<file path="config.mk">
export PLATFORM = sky130hd
export DESIGN_NAME = stop_reset_status
export DESIGN_NICKNAME = d
export VERILOG_FILES = /design/src/core/stop_reset_pkg.sv /design/src/core/stop_reset_status.sv
export SDC_FILE = /design/constraint.sdc
export NUM_CORES = 1
export LEC_CHECK = 0
export ABC_AREA = 0
export BUFFER_PORTS_ARGS = -buffer_cell sky130_fd_sc_hd__buf_4
export CORE_UTILIZATION = 57
export DETAILED_ROUTE_END_ITERATION = 6
export GPL_TIMING_DRIVEN = 0
export PLACE_DENSITY = 0.83
export SLEW_MARGIN = 20
export SYNTH_ARGS = -nofsm -noshare
export SYNTH_HDL_FRONTEND = slang
export SYNTH_SLANG_ARGS = --single-unit
export TNS_END_PERCENT = 50
</file>
<file path="constraint.sdc">
create_clock -name clock -period 3.9 [get_ports clock]
set_input_delay 0.195 -clock clock [delete_from_list [all_inputs] [get_ports clock]]
set_output_delay 0.195 -clock clock [all_outputs]
set_load 0.02 [all_outputs]
</file>
<file path="src/core/stop_reset_pkg.sv">
// constants for the stop-mode and reset-status block
// assumes one 20 MHz clock; slow clock arrives as a sync level input
package stop_reset_pkg;
	localparam logic [1:0] ADDR_BREAK_EXIT = 2'h0;
	localparam logic [1:0] ADDR_RESET_SRC = 2'h1;
	localparam logic [1:0] ADDR_BREAK_CTL = 2'h2;
	localparam int BIT_BREAK_EXIT = 1;
	localparam int BIT_BREAK_CLEAR = 0;
	localparam int BIT_POR = 7;
	localparam int BIT_PIN = 6;
	localparam int BIT_WDOG = 5;
	localparam int BIT_ILLEGAL_OPCODE_FLAG = 4;
	localparam int BIT_ILLEGAL_ADDRESS_FLAG = 3;
	localparam int BIT_MONITOR_ENTRY_FLAG = 2;
	localparam int BIT_LOWV = 1;
	localparam logic [12:0] RECOVERY_LONG = 13'h1000;
	localparam logic [12:0] RECOVERY_SHORT = 13'h0020;
	localparam logic [12:0] RECOVERY_ONE = 13'h0001;
	localparam logic [7:0] RESET_SRC_POR = 8'h80;
	localparam logic [7:0] BYTE_ZERO = 8'h00;
	localparam logic [7:0] VECTOR_BLANK = 8'hff;
endpackage : stop_reset_pkg

</file>
<file path="src/core/stop_reset_status.sv">
// stop-mode sequencer and reset-source / break status registers
// assumes synchronous inputs and a single-cycle register port
//
// Implementation choices: strobed register access and the register offsets.
`timescale 1ns/1ps
module stop_reset_status
(
	input wire logic clock,
	input wire logic srst,
	input wire logic stop_exec,
	input wire logic wait_exec,
	input wire logic irq_request,
	input wire logic break_request,
	input wire logic internal_slow_clock,
	input wire logic short_stop_recovery,
	input wire logic por_event,
	input wire logic pin_reset,
	input wire logic wdog_reset,
	input wire logic illegal_opcode_flag_reset,
	input wire logic illegal_address_flag_fetch_reset,
	input wire logic monitor_entry_flag_reset,
	input wire logic lvi_reset,
	input wire logic [1:0] reg_addr,
	input wire logic [7:0] reg_wdata,
	input wire logic reg_write,
	input wire logic reg_read,
	output logic [7:0] reg_rdata,
	output logic clocks_enable,
	output logic divided_osc_enable,
	output logic cpu_release,
	output logic in_stop,
	output logic flag_clear_allowed
);
	typedef enum logic [1:0] {run_s, stop_s, recover_s} mode_t;
	typedef struct packed {
		mode_t mode;
		logic [12:0] count;
		logic slow_prev;
		logic [7:0] rsrc;
		logic brk_exit;
		logic brk_clear;
		logic in_wait;
		logic wake_irq;
		logic [7:0] rdata;
		logic clk_en;
		logic release_p;
		logic fca;
		logic stopped;
	} state_t;
	state_t s_q;
	state_t s_d;
	logic slow_rise;
	logic any_reset;
	logic [12:0] target;
	logic wake;
	logic brk_set;

	// ==========================================================
	// next state
	always_comb
	begin
		s_d = s_q;
		slow_rise = internal_slow_clock & ~s_q.slow_prev;
		any_reset = pin_reset | wdog_reset | illegal_opcode_flag_reset | illegal_address_flag_fetch_reset
			| monitor_entry_flag_reset | lvi_reset;
		target = short_stop_recovery ? stop_reset_pkg::RECOVERY_SHORT
			: stop_reset_pkg::RECOVERY_LONG;
		wake = irq_request | break_request | any_reset;
		brk_set = 1'b0;
		s_d.slow_prev = internal_slow_clock;
		s_d.release_p = 1'b0;
		s_d.rdata = stop_reset_pkg::BYTE_ZERO;
		if (wait_exec)
		begin
			s_d.in_wait = 1'b1;
		end
		unique case (s_q.mode)
			run_s:
			begin
				if (stop_exec)
				begin
					s_d.mode = stop_s;
					s_d.count = '0;
					s_d.clk_en = 1'b0;
					s_d.stopped = 1'b1;
				end
				else if (s_q.in_wait && wake)
				begin
					s_d.in_wait = 1'b0;
					if (break_request)
					begin
						s_d.brk_exit = 1'b1;
						brk_set = 1'b1;
					end
				end
			end
			stop_s:
			begin
				s_d.count = '0;
				if (wake)
				begin
					s_d.mode = recover_s;
					s_d.wake_irq = 1'b1;
					if (break_request)
					begin
						s_d.brk_exit = 1'b1;
						brk_set = 1'b1;
					end
				end
			end
			recover_s:
			begin
				if (slow_rise)
				begin
					s_d.count = s_q.count + stop_reset_pkg::RECOVERY_ONE;
				end
				if (s_q.count >= target)
				begin
					s_d.mode = run_s;
					s_d.clk_en = 1'b1;
					s_d.stopped = 1'b0;
					s_d.release_p = 1'b1;
					s_d.wake_irq = 1'b0;
					s_d.count = '0;
				end
			end
			default:
			begin
				s_d.mode = run_s;
				s_d.stopped = 1'b0;
			end
		endcase
		// register port; set beats clear on break-exit flag
		if (reg_write && reg_addr == stop_reset_pkg::ADDR_BREAK_EXIT
			&& !reg_wdata[stop_reset_pkg::BIT_BREAK_EXIT]
			&& !brk_set)
		begin
			s_d.brk_exit = 1'b0;
		end
		if (reg_write && reg_addr == stop_reset_pkg::ADDR_BREAK_CTL)
		begin
			s_d.brk_clear = reg_wdata[stop_reset_pkg::BIT_BREAK_CLEAR];
		end
		if (reg_read)
		begin
			unique case (reg_addr)
				stop_reset_pkg::ADDR_BREAK_EXIT:
				begin
					s_d.rdata[stop_reset_pkg::BIT_BREAK_EXIT] = s_q.brk_exit;
				end
				stop_reset_pkg::ADDR_RESET_SRC:
				begin
					s_d.rdata = s_q.rsrc;
					s_d.rsrc = stop_reset_pkg::BYTE_ZERO;
				end
				stop_reset_pkg::ADDR_BREAK_CTL:
				begin
					s_d.rdata[stop_reset_pkg::BIT_BREAK_CLEAR] = s_q.brk_clear;
				end
				default:
				begin
					s_d.rdata = stop_reset_pkg::BYTE_ZERO;
				end
			endcase
		end
		// reset source latching; a new reset replaces the record
		if (any_reset)
		begin
			s_d.rsrc = stop_reset_pkg::BYTE_ZERO;
			s_d.rsrc[stop_reset_pkg::BIT_PIN] = pin_reset;
			s_d.rsrc[stop_reset_pkg::BIT_WDOG] = wdog_reset;
			s_d.rsrc[stop_reset_pkg::BIT_ILLEGAL_OPCODE_FLAG] = illegal_opcode_flag_reset;
			s_d.rsrc[stop_reset_pkg::BIT_ILLEGAL_ADDRESS_FLAG] = illegal_address_flag_fetch_reset;
			s_d.rsrc[stop_reset_pkg::BIT_MONITOR_ENTRY_FLAG] = monitor_entry_flag_reset;
			s_d.rsrc[stop_reset_pkg::BIT_LOWV] = lvi_reset;
			s_d.brk_exit = 1'b0;
		end
		if (por_event)
		begin
			s_d.rsrc = stop_reset_pkg::RESET_SRC_POR;
			s_d.brk_exit = 1'b0;
		end
		// flags elsewhere clear in break only when enabled
		s_d.fca = !break_request || s_d.brk_clear;
	end

	// ==========================================================
	// state register
	always_ff @(posedge clock)
	begin
		if (srst)
		begin
			s_q <= '0;
			s_q.mode <= run_s;
			s_q.clk_en <= 1'b1;
			s_q.fca <= 1'b1;
			s_q.rsrc <= stop_reset_pkg::RESET_SRC_POR;
		end
		else
		begin
			s_q <= s_d;
		end
	end

	assign reg_rdata = s_q.rdata;
	assign clocks_enable = s_q.clk_en;
	assign divided_osc_enable = s_q.clk_en;
	assign cpu_release = s_q.release_p;
	assign in_stop = s_q.stopped;
	assign flag_clear_allowed = s_q.fca;

	// ==========================================================
	// checks
	property p_stop_entry;
		@(posedge clock) disable iff (srst)
		(s_q.mode == run_s && stop_exec) |=> !clocks_enable && s_q.count == '0;
	endproperty
	a_stop_entry: assert property (p_stop_entry)
		else $error("stop entry did not gate clocks");
	property p_hold;
		@(posedge clock) disable iff (srst)
		(s_q.mode == stop_s) |-> s_q.count == '0;
	endproperty
	a_hold: assert property (p_hold)
		else $error("counter not held in stop");
	property p_no_early;
		@(posedge clock) disable iff (srst)
		cpu_release |-> $past(s_q.count) >= stop_reset_pkg::RECOVERY_SHORT;
	endproperty
	a_no_early: assert property (p_no_early)
		else $error("release before recovery");
	property p_clk_off;
		@(posedge clock) disable iff (srst)
		(s_q.mode == stop_s) |-> !divided_osc_enable;
	endproperty
	a_clk_off: assert property (p_clk_off)
		else $error("osc clock running in stop");
	property p_brk_stop;
		@(posedge clock) disable iff (srst)
		(s_q.mode == stop_s && break_request && !any_reset && !por_event)
		|=> s_q.brk_exit;
	endproperty
	a_brk_stop: assert property (p_brk_stop)
		else $error("break exit flag not set");
	property p_rsr_clear;
		@(posedge clock) disable iff (srst)
		(reg_read && reg_addr == stop_reset_pkg::ADDR_RESET_SRC
			&& !any_reset && !por_event)
		|=> s_q.rsrc == stop_reset_pkg::BYTE_ZERO;
	endproperty
	a_rsr_clear: assert property (p_rsr_clear)
		else $error("reset source not cleared by read");
	property p_por;
		@(posedge clock) disable iff (srst)
		por_event |=> s_q.rsrc == stop_reset_pkg::RESET_SRC_POR;
	endproperty
	a_por: assert property (p_por)
		else $error("por flag wrong");
	property p_wdog;
		@(posedge clock) disable iff (srst)
		(wdog_reset && !por_event) |=> s_q.rsrc[stop_reset_pkg::BIT_WDOG];
	endproperty
	a_wdog: assert property (p_wdog)
		else $error("watchdog flag not set");
	property p_protect;
		@(posedge clock) disable iff (srst)
		(break_request && !s_d.brk_clear) |=> !flag_clear_allowed;
	endproperty
	a_protect: assert property (p_protect)
		else $error("flags clearable in break");
	property p_release_time;
		@(posedge clock) disable iff (srst)
		(s_q.mode == recover_s && s_q.count < target) |=> !cpu_release;
	endproperty
	a_release_time: assert property (p_release_time)
		else $error("release before full recovery count");
	property p_release_one;
		@(posedge clock) disable iff (srst)
		cpu_release |=> !cpu_release;
	endproperty
	a_release_one: assert property (p_release_one)
		else $error("release pulse longer than one cycle");
	property p_release_clk;
		@(posedge clock) disable iff (srst)
		cpu_release |-> clocks_enable && !in_stop;
	endproperty
	a_release_clk: assert property (p_release_clk)
		else $error("clocks not restored at release");
	property p_wake_exit;
		@(posedge clock) disable iff (srst)
		(s_q.mode == stop_s && wake) |=> s_q.mode == recover_s;
	endproperty
	a_wake_exit: assert property (p_wake_exit)
		else $error("wake request did not end stop");
	property p_recover_clk;
		@(posedge clock) disable iff (srst)
		(s_q.mode == recover_s) |-> !clocks_enable && s_q.wake_irq;
	endproperty
	a_recover_clk: assert property (p_recover_clk)
		else $error("clocks running during recovery");
	property p_count_step;
		@(posedge clock) disable iff (srst)
		(s_q.mode == recover_s && !slow_rise && s_q.count < target)
		|=> $stable(s_q.count);
	endproperty
	a_count_step: assert property (p_count_step)
		else $error("counter moved without slow edge");
	property p_count_inc;
		@(posedge clock) disable iff (srst)
		(s_q.mode == recover_s && slow_rise && s_q.count < target)
		|=> s_q.count == $past(s_q.count)
			+ stop_reset_pkg::RECOVERY_ONE;
	endproperty
	a_count_inc: assert property (p_count_inc)
		else $error("counter missed a slow edge");
	property p_wait_brk;
		@(posedge clock) disable iff (srst)
		(s_q.mode == run_s && !stop_exec && s_q.in_wait && break_request
			&& !any_reset && !por_event)
		|=> s_q.brk_exit;
	endproperty
	a_wait_brk: assert property (p_wait_brk)
		else $error("break exit from wait not flagged");
	property p_brk_wr_clr;
		@(posedge clock) disable iff (srst)
		(reg_write && reg_addr == stop_reset_pkg::ADDR_BREAK_EXIT
			&& !reg_wdata[stop_reset_pkg::BIT_BREAK_EXIT] && !brk_set)
		|=> !s_q.brk_exit;
	endproperty
	a_brk_wr_clr: assert property (p_brk_wr_clr)
		else $error("write zero did not clear break flag");
	property p_reset_clr;
		@(posedge clock) disable iff (srst)
		(any_reset || por_event) |=> !s_q.brk_exit;
	endproperty
	a_reset_clr: assert property (p_reset_clr)
		else $error("reset did not clear break flag");
	property p_pin;
		@(posedge clock) disable iff (srst)
		(pin_reset && !por_event) |=> s_q.rsrc[stop_reset_pkg::BIT_PIN];
	endproperty
	a_pin: assert property (p_pin)
		else $error("pin flag not set");
	property p_illegal_opcode_flag;
		@(posedge clock) disable iff (srst)
		(illegal_opcode_flag_reset && !por_event) |=> s_q.rsrc[stop_reset_pkg::BIT_ILLEGAL_OPCODE_FLAG];
	endproperty
	a_illegal_opcode_flag: assert property (p_illegal_opcode_flag)
		else $error("illegal opcode flag not set");
	property p_illegal_address_flag;
		@(posedge clock) disable iff (srst)
		(illegal_address_flag_fetch_reset && !por_event) |=> s_q.rsrc[stop_reset_pkg::BIT_ILLEGAL_ADDRESS_FLAG];
	endproperty
	a_illegal_address_flag: assert property (p_illegal_address_flag)
		else $error("illegal address flag not set");
	property p_monitor_entry_flag;
		@(posedge clock) disable iff (srst)
		(monitor_entry_flag_reset && !por_event) |=> s_q.rsrc[stop_reset_pkg::BIT_MONITOR_ENTRY_FLAG];
	endproperty
	a_monitor_entry_flag: assert property (p_monitor_entry_flag)
		else $error("monitor entry flag not set");
	property p_lowv;
		@(posedge clock) disable iff (srst)
		(lvi_reset && !por_event) |=> s_q.rsrc[stop_reset_pkg::BIT_LOWV];
	endproperty
	a_lowv: assert property (p_lowv)
		else $error("low-voltage flag not set");
endmodule : stop_reset_status

</file>
# --- Yosys cells after proc, flatten, opt, wreduce, memory -nomap -nowiden ---
# Cells that the tools add are included.
op_classes:
  add_sub_neg: 1
  order_cmp: 1
  n_eq_ne: 10
  muxes: 33
  bitwise: 14
  n_reduce_logical: 28
op_table:
  columns: ["operator", "count"]
  rows:
  - ["case mux 13 bit (3 select lines)", 1]
  - ["2-to-1 mux 15 bit", 2]
  - ["2-to-1 mux 13 bit", 2]
  - ["2-to-1 mux 1 bit", 17]
  - ["2-to-1 mux 8 bit", 2]
  - ["adder 13 x 1 -> 13 bit (second input constant)", 1]
  - [">= comparator 13 bit", 1]
  - ["AND reduction 3 bit", 4]
  - ["!= test 2 bit (second input constant)", 5]
  - ["2-to-1 mux 9 bit", 1]
  - ["case mux 1 bit (2 select lines)", 4]
  - ["nonzero test 2 bit", 4]
  - ["OR 1 bit", 7]
  - ["NOT 1 bit", 6]
  - ["case mux 2 bit (3 select lines)", 1]
  - ["OR reduction 2 bit", 3]
  - ["OR reduction 3 bit", 2]
  - ["logical AND 1 bit", 5]
  - ["equality test 2 x 1 -> 1 bit (second input constant)", 2]
  - ["equality test 2 bit (second input constant)", 2]
  - ["zero test 2 bit", 2]
  - ["2-to-1 mux 2 bit", 2]
  - ["AND reduction 4 bit", 1]
  - ["OR reduction 4 bit", 1]
  - ["7 further kinds", 9]
totals:
  reg_bits: 38
  input_bits: 27
  output_inout_bits: 13
  word_cells: 101

# --- Depth between registers and ports, before layout ---
depth:
  depth_word: 14
  mapped_depth: 8
  mapped_depth_nobuf: 7

# --- Least setup slack after synthesis ---
# No wires, ideal clock.
synth_timing:
  kind: "reg-to-reg"
  from: "register s_q[30] (netlist bit)"
  to: "register s_q[35] (netlist bit)"
  setup_ps: 70
  arrival_time_ps: 1769
  required_time_ps: 3830
  path_slack_ps: 2061
  path_stages_with_launch: 8
  path_buffers: 0
  period_less_slack_ps: 1839
  cell_sequence: "dfxtp_1 inv_1 ha_1 nand4bb_4 o211ai_4 a211oi_4 or4_1 a21oi_1"
synth_between:
  elab_chain_cells: 4
  elab_cells_between_ends: 7
  cone_classes: "add/sub: 1; order compare: 1; eq/ne: 1; mux: 3; reduce/logical: 1"
synth_rtl:
  columns: ["element", "line", "source"]
  rows:
  - ["from (decl)", "stop_reset_status.sv:50", "state_t s_q;"]
  - ["adder 13 x 1 -> 13 bit", "stop_reset_status.sv:115", "s_d.count = s_q.count + stop_reset_pkg::RECOVERY_ONE;"]
  - ["2-to-1 mux 13 bit", "stop_reset_status.sv:113", "if (slow_rise)"]
  - ["2-to-1 mux 15 bit", "stop_reset_status.sv:117", "if (s_q.count >= target)"]
  - ["case mux 13 bit (3 select lines)", "stop_reset_status.sv:77", "unique case (s_q.mode)"]
# Parallel ways exist; a longest one is shown, timed or not. The select of a mux whose other input is x is not followed.
# A chain may end at the register's enable or synchronous reset.

# --- Worst setup path after layout ---
layout_timing:
  from: "register s_q[30] (netlist bit)"
  to: "register s_q[37] (netlist bit)"
# The elaborated chain is that of the path after synthesis.

==> impl_metrics.ini <==
[routing]
vias = 1617
wire_per_inst_um = 13.3
route.detailed.drc = 0
firstDrtPassIters = 4
via_per_inst = 5.65
finalWirelength_um = 3820
antenna_left = 0
drtIter0Drc = 98

[power]
p_sw_mw = 0.185
ir_worst_vdd_v = 0.000265
comb_power_share = 0.128
switching_share = 0.242
p_leak_nw = 0.923
p_per_area_nw_per_um2 = 343
internal_power_mw = 0.578
clock_power_share = 0.342
seqPwrFrac = 0.530
power_mw = 0.763

[final_layout]
drive_gt1_frac = 0.264
fillCellCount = 264
layout.nets = 272
instances_no_fill = 286
antenna_cells = 0
syn_to_final_growth_pct = 20.5
final_util = 0.727

[global_route]
antenna_found_initial = 0
track_usage = 0.252
grt_pass1_wl_um = 6480
grt_pass1_vias = 1475
grt_max_degree = 12
grt_overflow = 0

[floorplanning]
dieHeight_um = 58.9
dieWidth_um = 58.9
initial_utilization = 0.604
core_um2 = 3050
die_area_um2 = 3460
num_rows = 20
ios = 40

[hold_path]
holdPathStages = 2
hold_path.class = in2reg

[timing]
finalHoldViolCount = 0
clock_skew_ns = 0.0176
fin_crit_sh = 0.513
max_freq_mhz = 499
slew_headroom = 0.524
rsz0062_at_grt = no
drv_slew = 0
period_minus_slack_ns = 2.00
finalSetupViolCount = 0
worstMarginPinSlew_ns = 0.704
timing.setup.tns_ns = 0
setup_slack_ns = 1.90

[critical_path]
worstPathArrival_ns = 2.29
cp_data_required_time_ns = 4.19
cp-end-kind = register
criticalPathCategory = reg2reg
reg2regPathDepth = 7
crit_fanout = 9
start_kind = register

[cts]
cts_resized = 0
h-tree-depth = 2
cts_buffers = 5
clock_path_buffers = 2
cts_tree = built
cts_root_buffer = clkbuf_4
clkTransAtPathRegs_ns = 0.11
cts_sinks = 38
cts_hold_buf = 0
cts_setup_buffers = 0
insertion_delay_ns = 0.36

[flow_run]
maxCapViolCount = 0

[place]
globalplace.congestion = 0.855
dpl.cell_count = 278
pre_cts_ws_ns = 1.90
portBuffers = 33
dp_hpwl_um = 2860

[synth]
ys_ff_latch = 38
synthCells = 201
synth.distinct_cells = 51
synthesis.nets = 232
avgSynthCellArea_um2 = 9.17
synthArstFlopShare = 0
synth-edff-count = 0
syn-cell-area_um2 = 1840
ys_seq_area_frac = 0.413
synthFlopType = dfxtp_1
yosysWarnings = 0

[run_status]
status = complete, no violations
==> cell usage in the layout (no fill, tap or decap), types with 3 or more instances in the layout <==
master | Yosys | routed
nor2b_1 | 3 | 3
clkbuf_1 | 2 | 4
dfxtp_1 | 38 | 38
and2_1 | 7 | 7
o21ai_0 | 3 | 3
nor3_1 | 5 | 5
nand2_1 | 14 | 14
o31ai_1 | 3 | 3
ha_1 | 4 | 4
or4_1 | 3 | 3
and3_1 | 3 | 3
nand3_1 | 13 | 13
nor2_1 | 13 | 13
inv_1 | 6 | 6
a21oi_1 | 20 | 20
clkbuf_4 | 0 | 5
buf_4 | 9 | 42
mux2i_1 | 5 | 5
a31oi_1 | 3 | 3
a21o_1 | 3 | 3
nand3b_1 | 4 | 4
==> sequential cells by signal (all words and copies together), names as in the netlist <==
name                count
flag_clear_allowed      1
s_q                    26
clocks_enable           1
in_stop                 1
cpu_release             1
reg_rdata               8
==> kinds of logic after synthesis <==
family          share of synthesized area
buf+inv                            0.0604
mux                                0.0272
fa+ha+maj                          0.0272
simple gates                        0.284
compound gates                      0.189
flops                               0.413
==> power groups by stage <==
stage	combinational, mW	clock (mW)	sequential, mW
floorplan	0.0547	0	0.415
global placement	0.0951	0	0.413
detailed placement	0.0968	0	0.413
CTS	0.0975	0.264	0.404
global route	0.107	0.283	0.406
finish	0.0978	0.261	0.404
==> per-stage QoR <==
stage                     area (µm²)  hold slack, ns
after CTS                       2220          0.0248
after detailed placement        2150           0.398
after global placement          2150           0.396
after global routing            2220          0.0150
after floorplan                 1840           0.267
final                           2220          0.0232
==> final timing paths <==
path | from | endpoint | slack [ns]
hold / removal | reg_addr[1] | reg_rdata[1] | 0.02
setup / recovery | s_q[30] | s_q[37] | 1.90
hold reg to reg | s_q[21] | reg_rdata[5] | 0.47
setup reg to reg | s_q[30] | s_q[37] | 1.90
==> worst max-delay path, cell delays in order, from the launching register on <==
cell and delay, ns:
dfxtp_1 0.38, inv_1 0.06, ha_1 0.32, nand4bb_4 0.13
o211ai_4 0.27, a211oi_4 0.16, or4_1 0.49, a21oi_1 0.14
==> cell type report <==
type,instances,area [µm²],area share
Multi-Input combinational cell,143,971,0.437
Tap cell,44,55.1,0.0248
Sequential cell,38,761,0.343
Clock inverter,1,30.0,0.0135
Buffer,13,85.1,0.0383
Clock buffer,7,45.0,0.0203
Timing Repair Buffer,33,248,0.112
Inverter,7,26.3,0.0118
==> synthesized netlist by cell type (2+ instances only) <==
library cell | n | area, µm²
dfxtp_1 | 38 | 761
a21oi_1 | 20 | 100
nand2_1 | 14 | 52.6
nand3_1 | 13 | 65.1
nor2_1 | 13 | 48.8
buf_4 | 9 | 67.6
and2_1 | 7 | 43.8
inv_1 | 6 | 22.5
mux2i_1 | 5 | 50.1
nor3_1 | 5 | 25.0
ha_1 | 4 | 50.1
nand3b_1 | 4 | 30.0
a21o_1 | 3 | 22.5
a31oi_1 | 3 | 18.8
and3_1 | 3 | 18.8
nor2b_1 | 3 | 18.8
o21ai_0 | 3 | 15.0
o31ai_1 | 3 | 22.5
or4_1 | 3 | 22.5
a211o_1 | 2 | 17.5
a21oi_2 | 2 | 17.5
a32oi_1 | 2 | 17.5
and4_1 | 2 | 17.5
buf_2 | 2 | 10.0
clkbuf_1 | 2 | 7.51
o211a_1 | 2 | 20.0
o21ai_1 | 2 | 10.0
or2_2 | 2 | 12.5
or3_1 | 2 | 12.5
==> layer usage <==
layer	GRT usage	wire length, µm	share of wire	vias up
li1	-	-	-	803
met2	0.416	1800	0.47	59
met5	0	0	0	-
met4	0.109	59	0.015	0
met1	0.300	1680	0.44	747
met3	0.0791	280	0.073	8
Power figures use the tool's default switching activity.
